### config.mk
export PLATFORM = sky130hd
export DESIGN_NAME = repeat_weight_report_cmds
export DESIGN_NICKNAME = d
export VERILOG_FILES = /design/src/hw/repeat_weight_report_cmds.v /design/src/hw/line_mem.v /design/src/hw/digit_conv.v
export VERILOG_INCLUDE_DIRS = /design/src /design/src/common
export SDC_FILE = /design/constraint.sdc
export NUM_CORES = 1
export LEC_CHECK = 0
export ABC_CLOCK_PERIOD_IN_PS = 10100
export BUFFER_PORTS_ARGS = -buffer_cell sky130_fd_sc_hd__buf_2
export CELL_PAD_IN_SITES_DETAIL_PLACEMENT = 2
export CELL_PAD_IN_SITES_GLOBAL_PLACEMENT = 2
export CORE_ASPECT_RATIO = 0.6
export CORE_MARGIN = 10
export CORE_UTILIZATION = 37
export DETAILED_ROUTE_END_ITERATION = 8
export GPL_TIMING_DRIVEN = 0
export PLACE_DENSITY_LB_ADDON = 0.1
export RECOVER_POWER = 25
export SLEW_MARGIN = 20
export SYNTH_ARGS = -nofsm -noshare
export SYNTH_HDL_FRONTEND = slang
export SYNTH_SLANG_ARGS = --single-unit
### constraint.sdc
create_clock -name mclk -period 10.1 [get_ports mclk]
set_input_delay 1.01 -clock mclk [delete_from_list [all_inputs] [get_ports mclk]]
set_output_delay 1.01 -clock mclk [all_outputs]
set_load 0.05 [all_outputs]
### src/common/weigh_repeat_map.vh
// How it works
// - first stable, then dynamic plus stable per change
// - default threshold max(stable/8, 30 digits)
// - preset 1 digit to capacity, else param error
// - mark stable or dynamic; host unit variant
// - busy reply when command cannot run
// - param error reply on invalid argument
// - overload reply replaces weight value
// - underload reply replaces weight value
// - cancel, queries or new repeat stop reporting
// - timeout: busy, dynamic, restart timer
// - preset in supported unit only, else error
// - weight field 10 chars, right aligned
// - display variant uses displayed unit
`ifndef WEIGH_REPEAT_MAP_VH
`define WEIGH_REPEAT_MAP_VH

`define CLK_HZ 50000000
`define STAB_TIMEOUT_MS 2000
`define CAPACITY_DIG 24'h0F_4240
`define DEFAULT_MIN_DIG 24'h00_001E
`define DEFAULT_PCT_SHIFT 3
`define FIELD_LEN 10

// command codes
`define CMD_CANCEL 3'h0
`define CMD_SINGLE 3'h1
`define CMD_IMMEDIATE 3'h2
`define CMD_REPEAT_HOST 3'h3
`define CMD_REPEAT_DISP 3'h4
`define CMD_OTHER 3'h5
`define CMD_STABLE_REPEAT_DISP 3'h6

// reply kinds
`define K_STAB 3'h0
`define K_DYN 3'h1
`define K_BUSY 3'h2
`define K_PARAM 3'h3
`define K_OVER 3'h4
`define K_UNDER 3'h5

// characters
`define CH_S 8'h53
`define CH_D 8'h44
`define CH_I 8'h49
`define CH_L 8'h4C
`define CH_PLUS 8'h2B
`define CH_MINUS 8'h2D
`define CH_SP 8'h20
`define CH_DOT 8'h2E
`define CH_ZERO 8'h30
`define CH_CR 8'h0D
`define CH_LF 8'h0A

`endif

### src/hw/repeat_weight_report_cmds.v
`timescale 1ns/1ns
`include "weigh_repeat_map.vh"
module repeat_weight_report_cmds #(
    parameter [31:0] STAB_TIMEOUT_CYC = `STAB_TIMEOUT_MS * (`CLK_HZ / 1000)
) (
    input wire mclk,
    input wire rst,
    input wire cmd_valid,
    input wire [2:0] cmd_code,
    input wire preset_present,
    input wire preset_unit_ok,
    input wire [23:0] preset_value,
    output wire cmd_ready,
    input wire [23:0] wt_host,
    input wire [23:0] wt_disp,
    input wire [2:0] dp_host,
    input wire [2:0] dp_disp,
    input wire [23:0] host_unit_txt,
    input wire [23:0] disp_unit_txt,
    input wire stable,
    input wire overload,
    input wire underload,
    input wire dev_busy,
    input wire tx_ready,
    output wire tx_valid,
    output wire [7:0] tx_data,
    output wire repeat_active
);
    localparam [2:0] S_IDLE = 3'h0;
    localparam [2:0] S_BUILD = 3'h1;
    localparam [2:0] S_RD = 3'h2;
    localparam [2:0] S_LD = 3'h3;
    localparam [2:0] S_WT = 3'h4;

    localparam [1:0] P_FIRST = 2'h0;
    localparam [1:0] P_CHANGE = 2'h1;
    localparam [1:0] P_STAB = 2'h2;

    reg [2:0] st_q;
    reg [4:0] step_q;
    reg [4:0] ptr_q;
    reg [4:0] len_q;
    reg [2:0] kind_q;
    reg act_q;
    reg unit_q;
    reg [1:0] phase_q;
    reg [23:0] ref_q;
    reg [23:0] thr_q;
    reg [23:0] preset_q;
    reg use_preset_q;
    reg [31:0] tmr_q;
    reg pend_dyn_q;
    reg neg_q;
    reg sign_done_q;
    reg [2:0] dp_q;
    reg [23:0] utxt_q;
    reg tx_valid_q;
    reg [7:0] tx_data_q;
    reg cmd_ready_q;

    reg wr_en;
    reg [7:0] wr_data;
    reg [4:0] wr_addr;
    reg conv_shift;
    reg sign_wr;
    reg [7:0] uch;

    wire [7:0] rd_data;
    wire [3:0] digit;
    wire rest_zero;

    assign cmd_ready = cmd_ready_q;
    assign tx_valid = tx_valid_q;
    assign tx_data = tx_data_q;
    assign repeat_active = act_q;

    // selected unit view of the weight
    wire [23:0] selw = unit_q ? wt_disp : wt_host;
    wire [2:0] seldp = unit_q ? dp_disp : dp_host;
    wire [23:0] selu = unit_q ? disp_unit_txt : host_unit_txt;
    wire [23:0] mag = selw[23] ? (24'h00_0000 - selw) : selw;
    wire [23:0] mag8 = mag >> `DEFAULT_PCT_SHIFT;
    wire [23:0] dflt = (mag8 < `DEFAULT_MIN_DIG) ? `DEFAULT_MIN_DIG : mag8;
    wire [24:0] d25 = {selw[23], selw} - {ref_q[23], ref_q};
    wire [24:0] adiff = d25[24] ? (25'h000_0000 - d25) : d25;
    wire changed = ({1'b0, thr_q} <= adiff);
    wire bad_preset = preset_present && (!preset_unit_ok ||
        preset_value == 24'h00_0000 || preset_value > `CAPACITY_DIG);
    wire short_line = (kind_q >= `K_BUSY);
    wire [4:0] k = step_q - 5'd4;
    wire [4:0] dp5 = {2'b00, dp_q};
    wire is_dp = (dp_q != 3'h0) && (k == dp5);
    wire need = (k == 5'd0) || ((dp_q != 3'h0) && ((k < dp5) || (k == dp5 + 5'd1)));
    wire [2:0] val_kind = overload ? `K_OVER : (underload ? `K_UNDER : `K_STAB);
    wire [2:0] dyn_kind = overload ? `K_OVER : (underload ? `K_UNDER : `K_DYN);

    digit_conv u_conv (
        .mclk(mclk),
        .rst(rst),
        .load(st_q == S_IDLE),
        .load_val(mag),
        .shift(conv_shift),
        .digit(digit),
        .rest_zero(rest_zero)
    );

    line_mem u_mem (
        .mclk(mclk),
        .rst(rst),
        .wr_en(wr_en),
        .wr_addr(wr_addr),
        .wr_data(wr_data),
        .rd_addr(ptr_q),
        .rd_data(rd_data)
    );

    // reply line character generator
    always @* begin
        wr_en = 1'b0;
        wr_addr = ptr_q;
        wr_data = `CH_SP;
        conv_shift = 1'b0;
        sign_wr = 1'b0;
        uch = `CH_SP;
        if (st_q == S_BUILD) begin
            wr_en = 1'b1;
            if (step_q == 5'd0) begin
                wr_data = `CH_S;
            end else if (step_q == 5'd1) begin
                wr_data = `CH_SP;
            end else if (step_q == 5'd2) begin
                case (kind_q)
                    `K_STAB: wr_data = `CH_S;
                    `K_DYN: wr_data = `CH_D;
                    `K_BUSY: wr_data = `CH_I;
                    `K_PARAM: wr_data = `CH_L;
                    `K_OVER: wr_data = `CH_PLUS;
                    default: wr_data = `CH_MINUS;
                endcase
            end else if (short_line) begin
                wr_data = (step_q == 5'd3) ? `CH_CR : `CH_LF;
            end else if (step_q == 5'd3 || step_q == 5'd14) begin
                wr_data = `CH_SP;
            end else if (step_q < 5'd14) begin
                // field filled right to left
                wr_addr = 5'd17 - step_q;
                if (is_dp) begin
                    wr_data = `CH_DOT;
                end else if (!rest_zero || need) begin
                    wr_data = `CH_ZERO + {4'h0, digit};
                    conv_shift = 1'b1;
                end else if (neg_q && !sign_done_q) begin
                    wr_data = `CH_MINUS;
                    sign_wr = 1'b1;
                end else begin
                    wr_data = `CH_SP;
                end
            end else if (step_q < 5'd18) begin
                case (step_q)
                    5'd15: uch = utxt_q[23:16];
                    5'd16: uch = utxt_q[15:8];
                    default: uch = utxt_q[7:0];
                endcase
                wr_data = uch;
                wr_en = (uch != `CH_SP);
            end else begin
                wr_data = (step_q == 5'd18) ? `CH_CR : `CH_LF;
            end
        end
    end

    always @(posedge mclk or posedge rst) begin
        if (rst) begin
            st_q <= S_IDLE;
            step_q <= 5'd0;
            ptr_q <= 5'd0;
            len_q <= 5'd0;
            kind_q <= `K_STAB;
            act_q <= 1'b0;
            unit_q <= 1'b0;
            phase_q <= P_FIRST;
            ref_q <= 24'h00_0000;
            thr_q <= `DEFAULT_MIN_DIG;
            preset_q <= 24'h00_0000;
            use_preset_q <= 1'b0;
            tmr_q <= 32'h0000_0000;
            pend_dyn_q <= 1'b0;
            neg_q <= 1'b0;
            sign_done_q <= 1'b0;
            dp_q <= 3'h0;
            utxt_q <= 24'h00_0000;
            tx_valid_q <= 1'b0;
            tx_data_q <= 8'h00;
            cmd_ready_q <= 1'b0;
        end else begin
            case (st_q)
                S_IDLE: begin
                    cmd_ready_q <= 1'b1;
                    step_q <= 5'd0;
                    ptr_q <= 5'd0;
                    sign_done_q <= 1'b0;
                    neg_q <= selw[23];
                    dp_q <= seldp;
                    utxt_q <= selu;
                    if (cmd_valid && cmd_ready_q) begin
                        cmd_ready_q <= 1'b0;
                        act_q <= 1'b0;
                        pend_dyn_q <= 1'b0;
                        if (cmd_code == `CMD_REPEAT_HOST || cmd_code == `CMD_REPEAT_DISP) begin
                            if (bad_preset) begin
                                kind_q <= `K_PARAM;
                                st_q <= S_BUILD;
                            end else if (dev_busy) begin
                                kind_q <= `K_BUSY;
                                st_q <= S_BUILD;
                            end else begin
                                act_q <= 1'b1;
                                unit_q <= (cmd_code == `CMD_REPEAT_DISP);
                                phase_q <= P_FIRST;
                                use_preset_q <= preset_present;
                                preset_q <= preset_value;
                            end
                        end else if (cmd_code == `CMD_OTHER) begin
                            act_q <= act_q;
                            pend_dyn_q <= pend_dyn_q;
                        end
                    end else if (act_q && pend_dyn_q) begin
                        pend_dyn_q <= 1'b0;
                        kind_q <= dyn_kind;
                        cmd_ready_q <= 1'b0;
                        st_q <= S_BUILD;
                    end else if (act_q && !dev_busy) begin
                        case (phase_q)
                            P_FIRST: begin
                                if (stable || overload || underload) begin
                                    kind_q <= val_kind;
                                    ref_q <= selw;
                                    thr_q <= use_preset_q ? preset_q : dflt;
                                    phase_q <= P_CHANGE;
                                    cmd_ready_q <= 1'b0;
                                    st_q <= S_BUILD;
                                end
                            end
                            P_CHANGE: begin
                                if (changed) begin
                                    kind_q <= dyn_kind;
                                    tmr_q <= 32'h0000_0000;
                                    phase_q <= P_STAB;
                                    cmd_ready_q <= 1'b0;
                                    st_q <= S_BUILD;
                                end
                            end
                            P_STAB: begin
                                if (stable) begin
                                    kind_q <= val_kind;
                                    ref_q <= selw;
                                    thr_q <= use_preset_q ? preset_q : dflt;
                                    phase_q <= P_CHANGE;
                                    cmd_ready_q <= 1'b0;
                                    st_q <= S_BUILD;
                                end else if (tmr_q >= STAB_TIMEOUT_CYC - 32'h0000_0001) begin
                                    kind_q <= `K_BUSY;
                                    pend_dyn_q <= 1'b1;
                                    tmr_q <= 32'h0000_0000;
                                    cmd_ready_q <= 1'b0;
                                    st_q <= S_BUILD;
                                end else begin
                                    tmr_q <= tmr_q + 32'h0000_0001;
                                end
                            end
                            default: phase_q <= P_FIRST;
                        endcase
                    end
                end
                S_BUILD: begin
                    step_q <= step_q + 5'd1;
                    if (wr_en) begin
                        ptr_q <= ptr_q + 5'd1;
                    end
                    if (sign_wr) begin
                        sign_done_q <= 1'b1;
                    end
                    if ((short_line && step_q == 5'd4) || step_q == 5'd19) begin
                        len_q <= ptr_q + 5'd1;
                        ptr_q <= 5'd0;
                        st_q <= S_RD;
                    end
                end
                S_RD: begin
                    st_q <= S_LD;
                end
                S_LD: begin
                    tx_data_q <= rd_data;
                    tx_valid_q <= 1'b1;
                    st_q <= S_WT;
                end
                S_WT: begin
                    if (tx_ready) begin
                        tx_valid_q <= 1'b0;
                        if (ptr_q == len_q - 5'd1) begin
                            st_q <= S_IDLE;
                        end else begin
                            ptr_q <= ptr_q + 5'd1;
                            st_q <= S_RD;
                        end
                    end
                end
                default: st_q <= S_IDLE;
            endcase
        end
    end
endmodule // repeat_weight_report_cmds

### src/hw/line_mem.v
`timescale 1ns/1ns
module line_mem (
    input wire mclk,
    input wire rst,
    input wire wr_en,
    input wire [4:0] wr_addr,
    input wire [7:0] wr_data,
    input wire [4:0] rd_addr,
    output wire [7:0] rd_data
);
    reg [7:0] mem [0:31];
    reg [7:0] rd_q;

    assign rd_data = rd_q;

    always @(posedge mclk) begin
        if (wr_en) begin
            mem[wr_addr] <= wr_data;
        end
    end

    always @(posedge mclk or posedge rst) begin
        if (rst) begin
            rd_q <= 8'h00;
        end else begin
            rd_q <= mem[rd_addr];
        end
    end
endmodule // line_mem

### src/hw/digit_conv.v
`timescale 1ns/1ns
module digit_conv (
    input wire mclk,
    input wire rst,
    input wire load,
    input wire [23:0] load_val,
    input wire shift,
    output wire [3:0] digit,
    output wire rest_zero
);
    reg [23:0] v_q;
    wire [23:0] rem;

    // low decimal digit and remaining value
    assign rem = v_q % 24'h00_000A;
    assign digit = rem[3:0];
    assign rest_zero = (v_q == 24'h00_0000);

    always @(posedge mclk or posedge rst) begin
        if (rst) begin
            v_q <= 24'h00_0000;
        end else if (load) begin
            v_q <= load_val;
        end else if (shift) begin
            v_q <= v_q / 24'h00_000A;
        end
    end
endmodule // digit_conv

==> key figures <==
Run status
  • Status: finished, violations left
  • Failing checks: capacitance limit, slew limit

Setup path
  • CP bufs+invs: 5
  • R2R cell count: 34
  • Reg-to-Reg End: u_mem.mem[15][2]$_DFFE_PP_
  • Levels on crit path: 34
  • WP data arrival: 10.15 ns
  • Worst setup SP type: flop
  • CP most frequent cell: a21oi_1
  • R2R setup slack: 0.41 ns
  • Delay-heaviest family, CP: compound AO/OA/AOI/OAI gates
  • Crit path kind: flop to flop
  • CP endpoint: u_mem.mem[15][2]$_DFFE_PP_
  • CP max FO: 9
  • Critical R2R Launch: u_conv.v_q[20]$_DFFE_PP0P_
  • Slowest stage delay, CP: 0.62 ns
  • Critical Path RT: 10.57 ns
  • Slowest-stage cell, CP: or4_4
  • Crit path launch: u_conv.v_q[20]$_DFFE_PP0P_
  • Worst Setup End Kind: flop

GRT
  • Global-route wire length before repair: 153.7 mm
  • GRT Residual Overflow: 0
  • Largest net degree at the start of global routing: 94
  • GR Util All Layers: 0.2468
  • Initial antenna violation count: 4
  • Vias in the first global route: 22810

Clock tree
  • CTS max path bufs: 3
  • H-tree levels: 2
  • Clock sink count: 458
  • Clock Latency Late Sink: 0.64 ns
  • Root Buffer: clkbuf_16
  • CTS tree: done
  • Clock slew at the register clock pins of the worst setup and hold paths: 0.07 ns
  • Total CTS buffers: 48
  • Hold_buf cts: 0

Drt
  • First drt pass iteration count: 6
  • DR vias: 21530
  • DRT iter0 DRCs: 2013
  • Post-route ant nets: 0
  • Residual DRC: 0
  • Vias per cell: 6.060
  • WL final: 102.4 mm
  • Wire length per cell: 28.81 um

Synth
  • Synth Cell Area: 25780 sq um
  • EDFF count, synth: 256
  • Post-synthesis register bit count: 458
  • Cell variety after synth: 106
  • Synth Area per Inst: 10.88 sq um
  • Sequential share of the synthesized area: 0.4944
  • Top FF cell, synth: edfxtp_1
  • Async set or reset register ratio after synthesis: 0.4410
  • Post-Synthesis Cells: 2370
  • Syn nets: 2586
  • Synth Warn #: 0

Die
  • Die Y-Extent: 224.5 um
  • Core Area: 68520 sq um
  • Starting Density: 0.3763
  • I/O pins: 150
  • Die width: 360.8 um
  • Row Count: 74
  • Die area: 80990 sq um

STA
  • Fin. max-slew vios: 207
  • Worst Hold Slack: 0.4833 ns
  • Final setup vio count: 0
  • Period utilisation layout: 0.9590
  • Crit path time final: 9.686 ns
  • Worst slew pin tran: 5.666 ns
  • Setup Skew: 0.04274 ns
  • Fmax: 103.2 MHz
  • Worst relative slew slack: -2.777
  • Final Hold Fails: 0

Placed design
  • GP Congestion: 0.8706
  • IO Port Bufs: 149
  • Dpl hpwl: 76.90 mm

Flow run
  • Max_cap viols: 3

Worst hold path
  • Min-delay src: ref_q[10]$_DFFE_PP0P_
  • Hold Path Cell Cnt: 2
  • Worst Hold Class: flop to flop

Cells and area
  • Layout cell share with drive strength beyond 1: 0.1955
  • Nets@finish: 2816
  • Final Util: 0.4383
  • Area grow syn2layout: 16.45%
-- routing by layer --
metal	global-route usage	up-vias	wire length (um)
met2	0.3498	692	42010
li1	-	9345	-
met5	0	-	0
met4	0.03484	0	1190
met3	0.04036	85	7075
met1	0.3938	11410	52080
-- flip-flops by register name (all words and copies together), names as in the netlist, 5 cells and up --
| register | cells |
|---|---|
| preset_q | 24 |
| tmr_q | 32 |
| len_q | 5 |
| ref_q | 24 |
| u_mem.mem | 256 |
| step_q | 5 |
| utxt_q | 24 |
| ptr_q | 5 |
| thr_q | 24 |
| u_mem.rd_data | 8 |
| tx_data | 8 |
| u_conv.v_q | 24 |
-- cell usage after synthesis, types with 13 or more instances --
cell type | n | area (sq um)
edfxtp_1 | 256 | 7687
nand2_1 | 218 | 818.3
dfrtp_1 | 198 | 4955
nor2_1 | 190 | 713.2
o21ai_0 | 186 | 930.9
a21oi_1 | 138 | 690.7
inv_1 | 115 | 431.7
clkbuf_1 | 101 | 379.1
mux4_2 | 80 | 1802
ha_1 | 76 | 950.9
mux2i_1 | 57 | 570.6
xnor2_1 | 57 | 499.2
nand3_1 | 53 | 265.3
nor3_1 | 52 | 260.3
mux2_2 | 51 | 574.3
nand4_1 | 36 | 225.2
nand2b_1 | 29 | 181.4
a31oi_1 | 27 | 168.9
xor2_1 | 26 | 227.7
nor4_1 | 24 | 150.1
and3_1 | 23 | 143.9
nor2b_1 | 20 | 125.1
o31ai_1 | 19 | 142.6
and2_1 | 16 | 100.1
a21o_1 | 14 | 105.1
o211ai_1 | 13 | 97.59
-- metrics by stage --
stage          TNS [ns]  area, sq um  std cells  setup WS (ns)
3_3_place_gp    -343.82        27670       3431         -4.782
3_5_place_dp    -103.32        27990       3445         -2.571
6_report              0        30030       3553         0.4145
5_1_grt         -0.2653        30030       3552       -0.02970
2_1_floorplan         0        25780       2370        0.01949
4_1_cts               0        29810       3538        0.01398
-- worst min path at each step --
stage | slack (ns) | end
CTS | 0.36 | tmr_q[22]$_DFFE_PP0P_
global placement | 0.46 | tx_data[5]$_DFFE_PP0P_
detailed placement | 0.47 | ref_q[10]$_DFFE_PP0P_
global route | 0.51 | tmr_q[31]$_DFFE_PP0P_
finish | 0.48 | ref_q[10]$_DFFE_PP0P_
floorplan | 0.44 | neg_q$_DFFE_PP0P_
-- worst reg2reg max path: cells and delay by family, from the launching register on --
family / cells / cell delay, ns
simple gates: 11 / 3.24
xor+xnor: 1 / 0.17
buf+inv: 5 / 0.97
fa+ha+maj: 2 / 0.73
mux: 3 / 0.78
compound gates: 12 / 3.26
flops: 1 / 0.36
-- cells by family (layout without fill, tap and decap cells) --
kind of cell               after synthesis  in the layout  synth area share
buffers and inverters                  241            511           0.03668
xor gates and xnor gates                84             84           0.02882
muxes                                  189            189            0.1149
AOI/OAI and AO/OA                      579            579            0.1457
other                                    0              1                 0
and+or+nand+nor                        739            739            0.1407
DFF                                    458            458            0.4944
adders and majority gates               80             80           0.03892
-- timing repair --
action | 4_1_cts | 5_1_grt
buffers inserted | 4 | 15
endpoints found under the setup margin | 127 | 135
pin swaps | 7 | 16
resized for setup | 42 | 50
-- placed cells by master (no fill, tap or decap), types with 12 or more instances in the layout --
cell,synthesis,routed
edfxtp_1,256,256
nand2_1,218,215
dfrtp_1,198,197
nor2_1,190,189
o21ai_0,186,172
buf_2,12,157
a21oi_1,138,125
inv_1,115,114
clkbuf_1,101,110
mux4_2,80,80
ha_1,76,75
xnor2_1,57,57
mux2i_1,57,55
nor3_1,52,51
mux2_2,51,50
nand3_1,53,50
clkbuf_16,0,48
nand4_1,36,36
nand2b_1,29,29
xor2_1,26,26
buf_4,3,26
and3_1,23,22
a31oi_1,27,22
o21ai_1,11,21
nor2b_1,20,20
nor4_1,24,20
a21oi_2,3,15
and2_1,16,14
a21o_1,14,14
o31ai_1,19,14
o211ai_1,13,13
or3_1,12,12
-- layout make-up --
type | count | area, sq um
repair buffers | 182 | 1049
fillers | 7166 | 38490
plain buffers | 124 | 554.3
clock buffers | 61 | 1280
diodes | 1 | 2.502
inverters | 115 | 432.9
clock inverters | 29 | 347.8
multi-input cells | 1671 | 12470
flip-flops and latches | 458 | 12750
well taps | 912 | 1141
Power is left out: the tool's default activity adds up to more than one toggle a clock period on the data nets, which glitch-free logic cannot reach.
